[src/verilog/valve_diag_pkg.sv]
// package: constants, types and layouts of the valve fieldbus diagnostics
// assumes a 200 MHz sys_clk and a 20-byte cyclic process image per direction
package valve_diag_pkg;
	localparam int          CLK_HZ      = 200_000_000;
	localparam int          HOUR_S      = 3600;
	localparam longint      HOUR_CYCLES = longint'(HOUR_S) * longint'(CLK_HZ);
	localparam int          PRE_W       = 40;
	localparam logic [31:0] HOURS_MAX   = 32'h0098_9680; // 10000000
	localparam logic [31:0] HOURS_RST   = 32'h0000_0000;

	// parameter indices
	localparam logic [15:0] IDX_PWR_HOURS  = 16'h0064;
	localparam logic [15:0] IDX_SOLA_HOURS = 16'h0065;
	localparam logic [15:0] IDX_SOLB_HOURS = 16'h0066;
	localparam logic [15:0] IDX_ERRORS     = 16'h00C8;
	localparam logic [15:0] IDX_WARNINGS   = 16'h00C9;
	localparam logic [15:0] IDX_REQ_FLAGS  = 16'h012C;
	localparam logic [15:0] IDX_CFG        = 16'h012D;
	localparam logic [15:0] IDX_IP_ADDR    = 16'h0136;
	localparam logic [15:0] IDX_NET_MASK   = 16'h0137;
	localparam logic [15:0] IDX_GATEWAY    = 16'h0138;
	localparam logic [15:0] IDX_NET_NAME   = 16'h0139;

	// request flag and config bit positions
	localparam int RF_APPLY     = 0;
	localparam int RF_SAVE      = 1;
	localparam int CFG_BUS_EN   = 0;
	localparam int CFG_SENS_PWR = 1;
	localparam logic [31:0] NET_RST = 32'h0000_0000;

	// error bitmap positions
	localparam int EB_UV_PWR  = 0;
	localparam int EB_OV_PWR  = 1;
	localparam int EB_R0_LO   = 2;
	localparam int EB_R0_HI   = 3;
	localparam int EB_R1_LO   = 4;
	localparam int EB_R1_HI   = 5;
	localparam int EB_F0_LO   = 6;
	localparam int EB_F0_HI   = 7;
	localparam int EB_F1_LO   = 8;
	localparam int EB_F1_HI   = 9;
	localparam int EB_OPEN1   = 16;
	localparam int EB_OPEN2   = 17;
	localparam int EB_SHORT1  = 18;
	localparam int EB_SHORT2  = 19;
	localparam int EB_OVL1    = 20;
	localparam int EB_OVL2    = 21;
	localparam int EB_CPU_HOT = 23;
	localparam int EB_BR_HOT  = 24;

	// process image layout (byte offsets)
	localparam int          PD_BYTES  = 20;
	localparam logic [7:0]  PD_LEN    = 8'h14;
	localparam int          PD_CTRL   = 8;
	localparam int          PD_REF    = 10;
	localparam int          PD_STAT   = 8;
	localparam int          PD_MON    = 10;
	localparam int          PD_SSI    = 12;
	localparam int          PD_AN1    = 16;
	localparam int          PD_AN2    = 18;
	localparam logic [15:0] CW_DISABLE = 16'h0000;
	localparam logic [15:0] CW_ENABLE  = 16'h0007;
	localparam logic [15:0] SW_ERROR   = 16'h0000;
	localparam logic [15:0] SW_READY   = 16'h0008;
	localparam logic [15:0] SW_ENABLED = 16'h000F;
	localparam logic [15:0] REF_RST    = 16'h0000;

	typedef enum logic [2:0] {
		ST_READY   = 3'b001,
		ST_ENABLED = 3'b010,
		ST_ERROR   = 3'b100
	} valve_state_e;

	typedef struct packed {
		logic uv_pwr;  logic ov_pwr;
		logic ref0_lo; logic ref0_hi;
		logic ref1_lo; logic ref1_hi;
		logic fb0_lo;  logic fb0_hi;
		logic fb1_lo;  logic fb1_hi;
		logic open1;   logic open2;
		logic short1;  logic short2;
		logic ovl1;    logic ovl2;
		logic cpu_hot; logic bridge_hot;
	} fault_s;

	typedef struct packed {
		logic [31:0] name;
		logic [31:0] gateway;
		logic [31:0] mask;
		logic [31:0] ip;
		logic        sens_pwr;
		logic        bus_en;
	} cfg_s;
endpackage : valve_diag_pkg

[src/verilog/rise_detect.sv]
// rising edge detector for one request flag bit
// assumes the flag level is synchronous to sys_clk
`timescale 1ns/1ps
module rise_detect (
	input  wire logic sys_clk, // system clock
	input  wire logic arst_n,  // async reset, active low
	input  wire logic level,   // flag level
	output logic      pulse    // one cycle on 0 to 1
);
	logic prev_reg;

	always_ff @(posedge sys_clk or negedge arst_n) begin
		if (!arst_n) begin
			prev_reg <= 1'b0;
		end else begin
			prev_reg <= level;
		end
	end

	assign pulse = level & ~prev_reg;
endmodule : rise_detect

[src/verilog/hour_counter.sv]
// saturating operating-hour counter with cycle prescaler
// assumes run is synchronous; CYC is cycles per hour
`timescale 1ns/1ps
module hour_counter #(
	parameter longint CYC = valve_diag_pkg::HOUR_CYCLES,
	parameter int     W   = valve_diag_pkg::PRE_W
) (
	input  wire logic        sys_clk, // system clock
	input  wire logic        arst_n,  // async reset, active low
	input  wire logic        run,     // count while high
	output logic      [31:0] hours    // whole hours counted
);
	logic [W-1:0] pre_reg;
	logic [31:0]  hours_reg;
	logic         wrap;

	assign wrap  = run && (pre_reg == W'(CYC - 1));
	assign hours = hours_reg;

	always_ff @(posedge sys_clk or negedge arst_n) begin
		if (!arst_n) begin
			pre_reg   <= '0;
			hours_reg <= valve_diag_pkg::HOURS_RST;
		end else begin
			if (wrap) begin
				pre_reg <= '0;
			end else if (run) begin
				pre_reg <= pre_reg + W'(1);
			end
			if (wrap && hours_reg < valve_diag_pkg::HOURS_MAX) begin
				hours_reg <= hours_reg + 32'h0000_0001;
			end
		end
	end
endmodule : hour_counter

[src/verilog/valve_fieldbus_diag.sv]
// fieldbus process data, parameter access and valve state machine
// assumes parameter and process ports are driven synchronously by the
// fieldbus stack; nonvolatile store is external, fed by nv_save
//
// Notes on behaviour
// - powered hours counter, index 100, saturates 10000000
// - solenoid hour counters at 101, 102
// - error bitmap 200, warning bitmap 201
// - pending parameters apply on flag bit0 rise
// - flag bit1 rise saves parameters nonvolatile
// - power-stage under/overvoltage in bits 0, 1
// - reference 0/1 range errors bits 2-5
// - feedback 0/1 range errors bits 6-9
// - open solenoid 16-17, short circuit 18-19
// - overload 20-21, overtemperature 23-24, rest zero
// - cyclic image is 20 bytes each way
// - alarm on process image size mismatch
// - control word bytes 8-9, reference 10-11
// - reference and monitor signed 16-bit, 0.01%
// - status, monitor, ssi, analogue input layout
// - enable pin drives enabled, ready, error
// - control word 0000 disables, resets errors
// - control word 0007 enables if error-free
// - status word 00 error, 08 ready, 0F
// - ssi active only after saved power, restart
// - network settings zero until assigned, persisted
`timescale 1ns/1ps
module valve_fieldbus_diag #(
	parameter longint CYC_PER_HOUR = valve_diag_pkg::HOUR_CYCLES,
	parameter bit     TWO_SOLENOID = 1'b1
) (
	input  wire logic                   sys_clk,      // system clock
	input  wire logic                   arst_n,       // async reset
	input  wire logic                   par_req,      // parameter access
	input  wire logic                   par_we,       // 1 write, 0 read
	input  wire logic            [15:0] par_index,    // parameter index
	input  wire logic            [31:0] par_wdata,    // write data
	output logic                 [31:0] par_rdata,    // read data
	output logic                        par_ack,      // access done
	output logic                        par_err,      // bad index/RO
	input  wire logic           [159:0] pd_rx,        // master to valve
	input  wire logic                   pd_rx_valid,  // new image
	input  wire logic             [7:0] pd_rx_len,    // rx image bytes
	input  wire logic             [7:0] pd_tx_len,    // tx image bytes
	output logic                [159:0] pd_tx,        // valve to master
	output logic                        pd_alarm,     // size mismatch
	input  wire logic                   enable_pin,   // external enable
	input  wire valve_diag_pkg::fault_s faults,       // fault sources
	input  wire logic            [31:0] warnings,     // warning sources
	input  wire logic                   sol_a_on,     // solenoid a on
	input  wire logic                   sol_b_on,     // solenoid b on
	input  wire logic            [15:0] monitor,      // spool monitor
	input  wire logic            [31:0] ssi_value,    // ssi reading
	input  wire logic            [15:0] an1_value,    // transducer 1
	input  wire logic            [15:0] an2_value,    // transducer 2
	input  wire valve_diag_pkg::cfg_s   nv_cfg,       // stored config
	output valve_diag_pkg::cfg_s        active_cfg,   // applied config
	output logic                        nv_save,      // save pulse
	output logic                        ssi_active,   // ssi enabled
	output logic                 [15:0] reference,    // applied ref
	output logic                        drive_en      // solenoid drive
);
	valve_diag_pkg::cfg_s         pend_reg, act_reg;
	valve_diag_pkg::valve_state_e state_reg, state_next;
	logic [31:0]  err_reg, err_next, warn_reg, flags_reg;
	logic [31:0]  hrs_pwr, hrs_a, hrs_b, rd_next;
	logic [15:0]  cw_reg, ref_reg, sw_next;
	logic [159:0] tx_next;
	logic         boot_reg, ssi_reg, alarm_reg, ack_reg, perr_reg;
	logic         apply_p, save_p, err_any, rd_hit, wr_hit;
	logic         cw_dis, cw_ena;
	logic [31:0]  rd_data_reg;

	hour_counter #(.CYC(CYC_PER_HOUR)) u_hrs_pwr (
		.sys_clk(sys_clk), .arst_n(arst_n), .run(1'b1), .hours(hrs_pwr));
	hour_counter #(.CYC(CYC_PER_HOUR)) u_hrs_a (
		.sys_clk(sys_clk), .arst_n(arst_n), .run(sol_a_on), .hours(hrs_a));
	hour_counter #(.CYC(CYC_PER_HOUR)) u_hrs_b (
		.sys_clk(sys_clk), .arst_n(arst_n),
		.run(sol_b_on & TWO_SOLENOID), .hours(hrs_b));

	rise_detect u_apply (.sys_clk(sys_clk), .arst_n(arst_n),
		.level(flags_reg[valve_diag_pkg::RF_APPLY]), .pulse(apply_p));
	rise_detect u_save (.sys_clk(sys_clk), .arst_n(arst_n),
		.level(flags_reg[valve_diag_pkg::RF_SAVE]), .pulse(save_p));

	always_comb begin
		err_next = '0;
		err_next[valve_diag_pkg::EB_UV_PWR]  = faults.uv_pwr;
		err_next[valve_diag_pkg::EB_OV_PWR]  = faults.ov_pwr;
		err_next[valve_diag_pkg::EB_R0_LO]   = faults.ref0_lo;
		err_next[valve_diag_pkg::EB_R0_HI]   = faults.ref0_hi;
		err_next[valve_diag_pkg::EB_R1_LO]   = faults.ref1_lo;
		err_next[valve_diag_pkg::EB_R1_HI]   = faults.ref1_hi;
		err_next[valve_diag_pkg::EB_F0_LO]   = faults.fb0_lo;
		err_next[valve_diag_pkg::EB_F0_HI]   = faults.fb0_hi;
		err_next[valve_diag_pkg::EB_F1_LO]   = faults.fb1_lo;
		err_next[valve_diag_pkg::EB_F1_HI]   = faults.fb1_hi;
		err_next[valve_diag_pkg::EB_OPEN1]   = faults.open1;
		err_next[valve_diag_pkg::EB_OPEN2]   = faults.open2;
		err_next[valve_diag_pkg::EB_SHORT1]  = faults.short1;
		err_next[valve_diag_pkg::EB_SHORT2]  = faults.short2;
		err_next[valve_diag_pkg::EB_OVL1]    = faults.ovl1;
		err_next[valve_diag_pkg::EB_OVL2]    = faults.ovl2;
		err_next[valve_diag_pkg::EB_CPU_HOT] = faults.cpu_hot;
		err_next[valve_diag_pkg::EB_BR_HOT]  = faults.bridge_hot;
	end

	assign err_any = (err_reg != '0) || alarm_reg;
	assign cw_dis  = cw_reg == valve_diag_pkg::CW_DISABLE;
	assign cw_ena  = cw_reg == valve_diag_pkg::CW_ENABLE;

	always_comb begin
		state_next = state_reg;
		if (act_reg.bus_en) begin
			if (cw_dis) begin
				state_next = err_any ? valve_diag_pkg::ST_ERROR
				                     : valve_diag_pkg::ST_READY;
			end else if (cw_ena) begin
				state_next = err_any ? valve_diag_pkg::ST_ERROR
				                     : valve_diag_pkg::ST_ENABLED;
			end else if (err_any) begin
				state_next = valve_diag_pkg::ST_ERROR;
			end
		end else if (err_any) begin
			state_next = valve_diag_pkg::ST_ERROR;
		end else begin
			state_next = enable_pin ? valve_diag_pkg::ST_ENABLED
			                        : valve_diag_pkg::ST_READY;
			if (state_reg == valve_diag_pkg::ST_ERROR && enable_pin) begin
				state_next = valve_diag_pkg::ST_ERROR;
			end
		end
	end

	always_comb begin
		case (state_reg)
			valve_diag_pkg::ST_READY:   sw_next = valve_diag_pkg::SW_READY;
			valve_diag_pkg::ST_ENABLED: sw_next = valve_diag_pkg::SW_ENABLED;
			valve_diag_pkg::ST_ERROR:   sw_next = valve_diag_pkg::SW_ERROR;
			default:                    sw_next = valve_diag_pkg::SW_ERROR;
		endcase
	end

	// tx image, low byte first within a field
	always_comb begin
		tx_next = '0;
		tx_next[valve_diag_pkg::PD_STAT*8 +: 16] = sw_next;
		tx_next[valve_diag_pkg::PD_MON*8 +: 16]  = monitor;
		tx_next[valve_diag_pkg::PD_SSI*8 +: 32]  = ssi_reg ? ssi_value : '0;
		tx_next[valve_diag_pkg::PD_AN1*8 +: 16]  = an1_value;
		tx_next[valve_diag_pkg::PD_AN2*8 +: 16]  = an2_value;
	end

	always_comb begin
		rd_hit  = 1'b1;
		rd_next = '0;
		case (par_index)
			valve_diag_pkg::IDX_PWR_HOURS:  rd_next = hrs_pwr;
			valve_diag_pkg::IDX_SOLA_HOURS: rd_next = hrs_a;
			valve_diag_pkg::IDX_SOLB_HOURS: begin
				rd_next = TWO_SOLENOID ? hrs_b : '0;
				rd_hit  = TWO_SOLENOID;
			end
			valve_diag_pkg::IDX_ERRORS:     rd_next = err_reg;
			valve_diag_pkg::IDX_WARNINGS:   rd_next = warn_reg;
			valve_diag_pkg::IDX_REQ_FLAGS:  rd_next = flags_reg;
			valve_diag_pkg::IDX_CFG:
				rd_next = {30'h0, pend_reg.sens_pwr, pend_reg.bus_en};
			valve_diag_pkg::IDX_IP_ADDR:    rd_next = pend_reg.ip;
			valve_diag_pkg::IDX_NET_MASK:   rd_next = pend_reg.mask;
			valve_diag_pkg::IDX_GATEWAY:    rd_next = pend_reg.gateway;
			valve_diag_pkg::IDX_NET_NAME:   rd_next = pend_reg.name;
			default:                        rd_hit  = 1'b0;
		endcase
	end

	assign wr_hit = par_index == valve_diag_pkg::IDX_REQ_FLAGS
		|| par_index == valve_diag_pkg::IDX_CFG
		|| par_index == valve_diag_pkg::IDX_IP_ADDR
		|| par_index == valve_diag_pkg::IDX_NET_MASK
		|| par_index == valve_diag_pkg::IDX_GATEWAY
		|| par_index == valve_diag_pkg::IDX_NET_NAME;

	// parameter access answer
	always_ff @(posedge sys_clk or negedge arst_n) begin
		if (!arst_n) begin
			ack_reg     <= 1'b0;
			perr_reg    <= 1'b0;
			rd_data_reg <= '0;
		end else begin
			ack_reg  <= par_req;
			perr_reg <= par_req && (par_we ? !wr_hit : !rd_hit);
			if (par_req && !par_we) begin
				rd_data_reg <= rd_next;
			end
		end
	end

	// pending writes; apply copies pending to active
	always_ff @(posedge sys_clk or negedge arst_n) begin
		if (!arst_n) begin
			flags_reg <= '0;
			pend_reg  <= '0;
			act_reg   <= '0;
			boot_reg  <= 1'b1;
		end else begin
			boot_reg <= 1'b0;
			if (boot_reg) begin
				pend_reg <= nv_cfg;
				act_reg  <= nv_cfg;
			end else if (apply_p) begin
				act_reg <= pend_reg;
			end
			if (par_req && par_we && !boot_reg) begin
				case (par_index)
					valve_diag_pkg::IDX_REQ_FLAGS: flags_reg <= par_wdata;
					valve_diag_pkg::IDX_CFG: begin
						pend_reg.bus_en <= par_wdata[valve_diag_pkg::CFG_BUS_EN];
						pend_reg.sens_pwr <=
							par_wdata[valve_diag_pkg::CFG_SENS_PWR];
					end
					valve_diag_pkg::IDX_IP_ADDR:  pend_reg.ip      <= par_wdata;
					valve_diag_pkg::IDX_NET_MASK: pend_reg.mask    <= par_wdata;
					valve_diag_pkg::IDX_GATEWAY:  pend_reg.gateway <= par_wdata;
					valve_diag_pkg::IDX_NET_NAME: pend_reg.name    <= par_wdata;
					default: ;
				endcase
			end
		end
	end

	// ssi power caught from stored config at start only
	always_ff @(posedge sys_clk or negedge arst_n) begin
		if (!arst_n) begin
			ssi_reg <= 1'b0;
		end else if (boot_reg) begin
			ssi_reg <= nv_cfg.sens_pwr;
		end
	end

	always_ff @(posedge sys_clk or negedge arst_n) begin
		if (!arst_n) begin
			cw_reg    <= valve_diag_pkg::CW_DISABLE;
			ref_reg   <= valve_diag_pkg::REF_RST;
			alarm_reg <= 1'b0;
			err_reg   <= '0;
			warn_reg  <= '0;
			state_reg <= valve_diag_pkg::ST_READY;
			pd_tx     <= '0;
		end else begin
			alarm_reg <= pd_rx_len != valve_diag_pkg::PD_LEN
				|| pd_tx_len != valve_diag_pkg::PD_LEN;
			if (pd_rx_valid) begin
				cw_reg  <= pd_rx[valve_diag_pkg::PD_CTRL*8 +: 16];
				ref_reg <= pd_rx[valve_diag_pkg::PD_REF*8 +: 16];
			end
			err_reg   <= err_next;
			warn_reg  <= warnings;
			state_reg <= state_next;
			pd_tx     <= tx_next;
		end
	end

	assign par_ack    = ack_reg;
	assign par_err    = perr_reg;
	assign par_rdata  = rd_data_reg;
	assign pd_alarm   = alarm_reg;
	assign active_cfg = act_reg;
	assign ssi_active = ssi_reg;
	assign reference  = ref_reg;
	assign nv_save    = save_p;
	assign drive_en   = state_reg == valve_diag_pkg::ST_ENABLED;
endmodule : valve_fieldbus_diag

[config.mk]
export PLATFORM = sky130hd
export DESIGN_NAME = valve_fieldbus_diag
export DESIGN_NICKNAME = d
export VERILOG_FILES = /design/src/verilog/valve_diag_pkg.sv /design/src/verilog/rise_detect.sv /design/src/verilog/hour_counter.sv /design/src/verilog/valve_fieldbus_diag.sv
export SDC_FILE = /design/constraint.sdc
export NUM_CORES = 1
export LEC_CHECK = 0
export BUFFER_PORTS_ARGS = -buffer_cell sky130_fd_sc_hd__buf_4
export CAP_MARGIN = 10
export CORE_AREA = 5 5 321 323
export DETAILED_ROUTE_END_ITERATION = 8
export DIE_AREA = 0 0 326 328
export SYNTH_ARGS = -nofsm -noshare
export SYNTH_HDL_FRONTEND = slang
export SYNTH_HIERARCHICAL = 1
export SYNTH_SLANG_ARGS = --single-unit
[constraint.sdc]
create_clock -name sys_clk -period 2.7 [get_ports sys_clk]
set_input_delay 0.135 -clock sys_clk [delete_from_list [all_inputs] [get_ports sys_clk]]
set_output_delay 0.135 -clock sys_clk [all_outputs]
set_load 0.02 [all_outputs]
* Word level (Yosys, flattened, before mapping)
Cells that the tools add are included.
Word-level totals: logic and storage cells 123, output and inout bits 344, bits of input ports 492, register bits 728
Cells by class: equal/unequal tests 21, bitwise operators 4, muxes and demuxes 28, magnitude comparators 3, add/sub/neg operators 6, reductions and logical operators 28
Operator list (number):
- two-way mux 130 bit | 4
- case mux 32 bit (11 select lines) | 1
- two-way mux 40 bit | 5
- two-way mux 32 bit | 5
- adder 40 x 1 -> 40 bit (second input constant) | 3
- equality test 40 bit (second input constant) | 3
- adder 32 x 1 -> 32 bit (second input constant) | 3
- equality test 16 x 9 -> 1 bit (second input constant) | 6
- less-than comparator 32 x 24 -> 1 bit (second input constant) | 3
- equality test 16 x 7 -> 1 bit (second input constant) | 3
- equality test 16 x 8 -> 1 bit (second input constant) | 2
- nonzero test 32 bit | 1
- two-way mux 3 bit | 8
- equality test 16 x 3 -> 1 bit (second input constant) | 1
- logical NOT 16 bit | 1
- inequality test 8 x 5 -> 1 bit (second input constant) | 2
- OR reduction 11 bit | 1
- logical AND 1 bit | 10
- case mux 4 bit (2 select lines) | 1
- logical OR 1 bit | 7
- nonzero test 2 bit | 3
- logical NOT 1 bit | 4
- two-way mux 2 bit | 2
- inequality test 4 x 1 -> 1 bit (second input constant) | 1
- other kinds (7) | 10

* Logic depth before layout (Yosys ltp)
Gate-level depths: netlist of the first run.
depth after elaboration 9, gate-level depth with buffers 8

* Cells and area by module
Netlist of the first run, hierarchy kept.
Modules (own cells, without submodules):
- valve_fieldbus_diag | cells each 1960, sequential area each 12414.4 um^2, area each 22328.9 um^2, times used 1
- hour_counter (u_hrs_a ...) | cells each 344, sequential area each 1801.7 um^2, area each 3629.7 um^2, times used 2
- hour_counter (u_hrs_b) | cells each 328, sequential area each 1801.7 um^2, area each 3493.4 um^2, times used 1
- rise_detect | cells each 2, sequential area each 25.0 um^2, area each 38.8 um^2, times used 2

* Least setup slack after synthesis of the first run
Ideal clock, no wire load.
path type register -> register, start point reg u_hrs_pwr.hours_reg[18] (netlist: u_hrs_pwr/hours[18]), end point reg u_hrs_pwr.hours_reg[1] (netlist: u_hrs_pwr/hours[1]), path slack 0.527 ns, clock period less this slack 2.173 ns, arrival 2.046 ns, library setup time 0.127 ns, stages on the path, launching flop included 7, buffers on the path 1, cells stage by stage dfrtp_1 > or3_4 > or4b_4 > o211a_1 > buf_6 > nand2_2 > mux2_1
Between the ends: word-level cells in the longest chain between the ends 2
Ends and longest elaborated chain:
- from (decl) | line hour_counter.sv:14 | logic [31:0] hours_reg;
- from (signal assigned) | line hour_counter.sv:23 | hours_reg <= valve_diag_pkg::HOURS_RST;
- from (signal assigned) | line hour_counter.sv:31 | hours_reg <= hours_reg + 32'h0000_0001;
- less-than comparator 32 x 24 -> 1 bit | line hour_counter.sv:30 | if (wrap && hours_reg < valve_diag_pkg::HOURS_MAX) begin
- logical AND 1 bit | line hour_counter.sv:30
No other way between the ends. A chain may end at the register's enable or synchronous reset.

* Final worst setup path of the first run
start point reg u_hrs_pwr.hours_reg[18] (netlist: u_hrs_pwr/hours[18]), end point reg u_hrs_pwr.hours_reg[17] (netlist: u_hrs_pwr/hours[17])
Same word-level chain as after synthesis.

==> results.md, run 1 <==
- TritonCTS built the clock tree.
- Derived from the worst setup path, the maximum achievable clock frequency is 407 MHz.
- The run finished with clean final reports.
- The final layout contains 4485 nets.
- The tightest min-delay check is of the primary input to asynchronous set/reset pin type.
- The worst slew slack as a fraction of its limit is 32.2%.
- The number of hold buffers added after CTS was 366.
- After clock tree synthesis, the clock-pin slew on the worst setup and hold paths is about 0.06 ns.
- The start point of the critical path is u_hrs_pwr/hours[18].
- For the worst flop-to-flop path, the logic depth is 6.
- The number of buffers inserted by post-CTS setup repair is 0.
- The cell type with the highest aggregate area in the netlist is sky130_fd_sc_hd__dfrtp_1.
- The data required time of the worst path is 3.23 ns.
- The initial standard-cell utilization of the core is 33.3%.
- Yosys printed 6 warnings.
- The initial DRC count is 2520.
- In this run the static leakage power is 20.8 nW.
- The distinct cell type count of the synthesized netlist is 86.
- The die extent in y is 328 µm.
- The number of optimization iterations in the first detailed-route pass is 9.
- Counting every instance in the synthesized netlist gives 2980.
- In this design, the stage delay of the slowest critical-path cell is 0.52 ns.
- The post-detailed-routing wire length is 124 mm.
- The fraction of post-synthesis cell area in the top cell type by area is 53.7%.
- In this run the mean area of a mapped cell was 11.1 µm².
- The arrival time of the worst setup path is 2.99 ns.
- By area the synthesized netlist is led by sky130_fd_sc_hd__dfrtp_1 (54%), sky130_fd_sc_hd__mux2i_1 (8.1%), sky130_fd_sc_hd__nor2_1 (2.7%), sky130_fd_sc_hd__mux2_2 (2.7%), sky130_fd_sc_hd__xnor2_1 (2.7%).
- The number of global-route vias before repair came to 27700.
- The slowest cell on the critical path is sky130_fd_sc_hd__or4b_4.
- The number of gates given a new drive strength after cts is 0.
- The actual transition at the worst max-transition pin is 1.02 ns.
- The critical setup path kind is register to register.
- The clock passes through at most 3 buffers.
- The total power density per cell area is between 500 and 600 nW/µm².
- After layout, the minimum clock period comes to 2.46 ns.
- The initial antenna violation count is 30.
- The first global-routing pass estimated between 150 and 200 mm of wire.
- The synthesis-to-layout area growth is 39.3%.
- The tool flagged a number of max-cap violations equal to 0.
- Measured on the finished design, the core utilization comes to 46.4%.
- The critical path capture point is u_hrs_pwr/hours[17].
- The post-route fraction of the period consumed by the critical path is 91.1%.
- The number of buffers added on ports is approximately 630.
- The critical path goes through or3_4 > or4b_4 > o2111ai_2 > buf_4 > nor3_1 > xor2_1.
- The sequential area share after synthesis is between 50% and 60%.
- The worst-path maximum fanout is 5.
- Setup repair after global routing left no endpoint under its margin.
- The worst setup path is captured at a register.
- The main flop type after synthesis is sky130_fd_sc_hd__dfrtp_1.
- The total global routing track utilization is roughly 22%.
- The clock tree synthesis step divided the H-tree into 3 levels.
- The pin count of the biggest net entering global routing is 202.
- The clock arrives with between 0.04 and 0.05 ns of skew.
- The source of the worst register-to-register timing path is u_hrs_pwr/hours[18].
- The root cell of the clock tree is sky130_fd_sc_hd__clkbuf_16.
- The synthesized flop and latch total is 714.
- TritonCTS created 84 clock buffers.
- The number of synthesized flops with an enable pin is 0.
- The share of layout cells above drive strength 1 is about a quarter.
- The worst-case IR drop observed on VDD is 0.419 mV.
- Counting the fill cells in the layout gives approximately 9000.
- The initialized floorplan defines ~120 standard-cell rows.
- The library cells used most frequently in the layout, excluding fill and tap cells, are sky130_fd_sc_hd__buf_4 (719), sky130_fd_sc_hd__dfrtp_1 (712), sky130_fd_sc_hd__dlygate4sd3_1 (366).
- The synthesized area is about 33000 µm².
- The number of pins with negative max-slew slack in the final report is 0.
- Leaving out fill and tap cells, the most frequent cell in the layout is sky130_fd_sc_hd__buf_4.
- The tree built by TritonCTS fans out to 714 sinks.
- The hold violation count in the final report is 0.
- The die is approximately 330 µm wide.
- The post-detailed-route DRC marker count is 0.
- The global route total overflow is 0.
- The worst reg-to-reg setup slack is 0.24 ns.
- In this run the remaining antenna-violating nets after routing total 0.
- The number of top-level pins is 836.
- The worst register-to-register path ends at u_hrs_pwr/hours[17].
- The half-perimeter wire length after detailed placement is 90.0 mm.
- Dividing the detail-routed via count by the number of cells gives 5.16.
- The number of setup violations in the final report is 0.
- The aggregate negative setup slack is 0 ns.
- The design draws between 20 and 30 mW.
- After synthesis, the share of flip-flops with an asynchronous set or reset is 100%.
- At the end of routability-driven placement, the weighted congestion stood at ~0.9.
- After detailed routing, the average wire length per cell comes to 23.1 µm.
- The routed via count is approximately 28000.
- The clock reaches the later pin of the worst-skew pair after 0.67 ns.
- The area of the die is 107000 µm².
- The startpoint kind of the worst setup timing path is a register.
- The area of the core region is around 100000 µm².
[layer usage]
| layer | wire length [µm] | GRT usage, % |
|---|---|---|
| met1 | 50200 | 28.1 |
| met2 | 57000 | 35.6 |
| met3 | 12000 | 8.25 |
| met4 | 4930 | 8.28 |
| met5 | 67 | 0 |
[cell usage after synthesis, drive strengths merged, types with 9 or more instances]
library cell / number
dfrtp: 712
mux2i: 268
nor2: 240
nand2: 228
buf: 154
o21ai: 152
a21oi: 147
clkbuf: 112
xnor2: 101
nand4: 89
a22oi: 84
nand3: 83
mux2: 81
nor4: 71
and3: 62
xor2: 61
and2: 45
a222oi: 33
nor3: 28
inv: 26
a211oi: 16
and4: 16
or3: 15
a311oi: 14
or4: 14
nor4b: 11
or2: 10
a22o: 9
[worst max-delay path, delay by kind of cell (launching register included)]
family          cells  cell delay (ns)
simple gates        3             1.04
compound gates      1             0.41
xor+xnor            1             0.18
flops               1             0.48
buf+inv             1             0.23
[layout make-up]
class,instances,area [µm²],area share [%]
sequential,714,17900,38.7
clock buffer,121,2390,5.18
timing repair buffer,1111,9580,20.7
inverter,26,97.6,0.211
tap,1298,1620,3.52
antenna,24,60.1,0.130
clock inverter,32,503,1.09
multi-input combinational,2050,14100,30.4
[power breakdown]
group	internal (mW)	switching, mW
clock	7.08	4.83
sequential	11.4	0.585
combinational	1.62	1.77
total	20.1	7.18
[per-stage QoR]
step / cells / area (µm²) / hold WS, ns / worst slack (ns)
after floorplan: 3056 / 33400 / -0.161 / 0.527
after global placement: 4833 / 39600 / 0.151 / 0.163
after detailed placement: 4833 / 39600 / 0.148 / 0.130
after CTS: 5352 / 46100 / 0.0186 / 0.298
after global routing: 5368 / 46200 / 0.0594 / 0.147
final: 5376 / 46200 / 0.0374 / 0.241
[cell families (layout without fill, tap and decap cells)]
group / count (synthesis) / count (layout) / synth area share, %
AND/OR/NAND/NOR: 952 / 952 / 16.2
flip-flops: 714 / 714 / 53.9
AO/OA/AOI/OAI: 503 / 503 / 9.86
multiplexers: 349 / 349 / 10.8
buffers and inverters: 292 / 1290 / 4.68
XOR/XNOR: 162 / 162 / 4.28
adder cells (fa/ha/maj): 6 / 6 / 0.226
other: 2 / 102 / 0.0226
[worst min path at each step]
stage / start / endpoint / slack, ns / depth (start not counted)
finish: arst_n / active_cfg[84] / 0.04 / 2
global route: arst_n / pend_reg[51] / 0.06 / 2
CTS: arst_n / pend_reg[51] / 0.02 / 2
detailed placement: arst_n / pend_reg[51] / 0.15 / 1
global placement: arst_n / pend_reg[51] / 0.15 / 1
floorplan: arst_n / active_cfg[0] / -0.16 / 0
(Power assumes the default switching activity.)
==> run 2, diff against run 1 <==
- PLACE_DENSITY: unset -> 0.52
==> run 2 against run 1 <==
Wire length increased by 0.98%. Cell area increased by 0.62%. Combinational power about the same. Clock skew decreased by 0.0092 ns. Non-clock buffer count increased by 12. Utilization increased by 0.29 points. Final cell count about the same. Power increased by 1.7%. Critical path depth unchanged. Critical path type unchanged. Highest routed layer unchanged.
==> results.md, run 2 (synthesis gave the netlist of run 1 again) <==
- The post-detailed-routing wire length is 125 mm (was 124 mm).
- The initial DRC count is 2155 (was 2520).
- The number of top-level pins is 836 (unchanged).
- The clock slew at the register clock pins of the worst setup and hold paths is 0.06 ns (about the same).
- The global-route wire length before repair is 186 mm (was 182 mm).
- The post-route fraction of the period consumed by the critical path is 86.7% (was 91.1%).
- The initial standard-cell utilization of the core is 33.3% (unchanged).
- The slowest cell on the critical path is sky130_fd_sc_hd__or4b_4 (unchanged).
- The average via count per standard cell is 5.11 (was 5.16).
- The root cell of the clock tree is sky130_fd_sc_hd__clkbuf_16 (unchanged).
- The number of buffers added on ports came to 631 (unchanged).
- The worst stage delay on the critical path is 0.52 ns (about the same).
- The worst-path maximum fanout came to 5 (unchanged).
- The post-detailed-route DRC marker count is 0 (unchanged).
- The fraction of the core area covered by cells at the end of the flow was 46.7% (was 46.4%).
- The H-tree depth reported by CTS is 3 (unchanged).
- The hold violation count in the final report is 0 (unchanged).
- The worst slew slack as a fraction of its limit is 35.9% (was 32.2%).
- The number of gates given a new drive strength after cts was 0 (unchanged).
- The number of buffers inserted by post-CTS setup repair is 0 (unchanged).
- The overall die width is 326 µm (unchanged).
- The maximum clock path buffer count was 3 (unchanged).
- The number of pins with negative max-slew slack in the final report is 0 (unchanged).
- The clock buffer count from CTS is 86 (was 84).
- The placed standard-cell area is 39800 µm² (was 39600 µm²).
- Most frequent cells in the layout: sky130_fd_sc_hd__buf_4 (724), sky130_fd_sc_hd__dfrtp_1 (712), sky130_fd_sc_hd__dlygate4sd3_1 (367) (was sky130_fd_sc_hd__buf_4 (719), sky130_fd_sc_hd__dfrtp_1 (712), sky130_fd_sc_hd__dlygate4sd3_1 (366)).
- The final instance area came to 46500 µm² (was 46200 µm²).
- The critical setup path kind is register to register (unchanged).
- The clock period minus final worst setup slack is 2.34 ns (was 2.46 ns).
- The area of the die is 107000 µm² (unchanged).
- The synthesis-to-layout area growth is 40.2% (was 39.3%).
- The number of placement rows was 116 (unchanged).
- The family of cells with the greatest summed delay on the critical path is simple AND/OR/NAND/NOR gates (unchanged).
- The die extent in y came to 328 µm (unchanged).
- The multi-input gate area in the final layout came to 14100 µm² (about the same).
- The maximum clock skew at final layout is 0.0372 ns (was 0.0464 ns).
- The number of global-route vias before repair is 27700 (about the same).
- The total clock sinks came to 714 (unchanged).
- The total power density per cell area is 596 nW/µm² (was 590 nW/µm²).
- The count of non-filler cells in the finished layout is 5373 (was 5376).
- The cell count after placement was 4844 (was 4833).
- The total global routing track utilization is 22.7% (was 22.4%).
- The number of setup violations in the final report is 0 (unchanged).
- The max capacitance violation total is 0 (unchanged).
- The initial antenna violation count is 9 (was 30).
- Chain of cells forming the critical path: or3_4 > or4b_4 > o2111ai_2 > buf_4 > nor4_2 > a31o_2 (was or3_4 > or4b_4 > o2111ai_2 > buf_4 > nor3_1 > xor2_1).
- The arrival time of the worst setup path is 2.88 ns (was 2.99 ns).
- The area of the core region was 99600 µm² (unchanged).
- The pin count of the biggest net entering global routing is 150 (was 202).
- The fmax is 427 MHz (was 407 MHz).
- The number of nets still failing antenna checks after routing is 0 (unchanged).
- The global route total overflow came to 0 (unchanged).
- The startpoint kind of the worst setup timing path is a register (unchanged).
- The total leakage power was 21.0 nW (was 20.8 nW).
- The CTS tree is done (unchanged).
- The aggregate negative setup slack is 0 ns (unchanged).
- The area occupied by registers is 17900 µm² (unchanged).
- The share of layout cells above drive strength 1 is 26.6% (was 26.1%).
- The clock insertion delay at the later pin of the skew report is 0.67 ns (about the same).
- The number of inserted filler cells in the final layout came to 9127 (was 8970).
- The most common cell after layout, fill and taps aside is sky130_fd_sc_hd__buf_4 (unchanged).
- The number of optimization iterations in the first detailed-route pass came to 7 (was 9).
- The half-perimeter wire length after detailed placement is 91.8 mm (was 90.0 mm).
- The data required time of the worst path is 3.24 ns (was 3.23 ns).
- The maximum vdd ir drop is 0.463 mV (was 0.419 mV).
- The total power is 27.7 mW (was 27.2 mW).
- The actual transition at the worst max-transition pin is 0.962 ns (was 1.02 ns).
- Outcome: finished, final reports clean (unchanged).
- The final weighted congestion of routability-driven global placement was 0.901 (was 0.888).
- The routed via count is 27500 (was 27800).
- The sum of buffers and inverters on the critical path is 1 (unchanged).
- The type of the worst min-delay path is primary input to register (was primary input to asynchronous set/reset pin).
- The total number of nets in the final design is 4499 (was 4485).
- RSZ-0062 raised after global routing: no (unchanged).
- The sort of element at the end of the critical path is a register (unchanged).
- The wire length per cell is 23.3 µm (was 23.1 µm).
[run 2: changes by cell type in the layout (fill, tap and decap cells not counted), sizes merged]
| cell | change |
|---|---|
| clkbuf | +2 |
| bufinv | -1 |
| buf | +11 |
| clkinv | -4 |
| clkinvlp | +6 |
| dlygate4sd3 | +1 |
| diode | -18 |
[run 2: final cells by class]
class	count	area share [%]
Antenna cell	6	0.0323
Inverter	26	0.210
Clock buffer	123	5.54
Timing Repair Buffer	1123	21.0
Clock inverter	33	0.996
Multi-Input combinational cell	2050	30.3
Tap cell	1298	3.49
Sequential cell	714	38.5
[run 2: path summary, 6_finish.rpt]
kind | from | to | slack (ns) | depth (start not counted)
max in group asynchronous | arst_n | pd_tx[128] | 1.16 | 4
max | u_hrs_pwr/hours[18] | u_hrs_pwr/hours[23] | 0.36 | 6
max reg2reg | u_hrs_pwr/hours[18] | u_hrs_pwr/hours[23] | 0.36 | 6
min | par_index[4] | par_err | 0.08 | 5
min in group asynchronous | arst_n | pd_tx[159] | 0.57 | 3
min reg2reg | u_hrs_a/hours[28] | u_hrs_a/hours[28] | 0.39 | 0
[run 2: per-stage QoR]
| stage | setup WS (ns) | hold slack [ns] |
|---|---|---|
| floorplan | 0.527 | -0.161 |
| global placement | 0.105 | 0.132 |
| detailed placement | 0.0596 | 0.131 |
| CTS | 0.376 | 0.0213 |
| global route | 0.210 | 0.0821 |
| finish | 0.360 | 0.0757 |
[run 2: worst min-delay path, stage by stage]
cell,delay (ns)
sky130_fd_sc_hd__buf_4,0.15
sky130_fd_sc_hd__a32o_1,0.23
sky130_fd_sc_hd__nand2_1,0.07
sky130_fd_sc_hd__nand2_1,0.06
sky130_fd_sc_hd__a21oi_1,0.04
[run 2: what timing repair did]
item | in CTS | in global routing
hold buffers | 367 | 0
hold endpoints to repair | 892 | 0
endpoints found under the setup margin | 0 | 0
[run 2: metal layers]
layer / wire, µm / GRT usage (%) / up-vias
li1: - / - / 12700
met1: 54500 / 30.6 / 13700
met2: 58400 / 36.7 / 948
met3: 9860 / 6.27 / 155
met4: 2560 / 4.83 / 4
met5: 28 / 0 / -
[run 2: where the power goes]
group	total, mW	internal [mW]	switching (mW)
Combinational	3.39	1.64	1.75
Clock	12.3	7.44	4.89
Sequential	12.0	11.4	0.621
Total	27.7	20.4	7.26
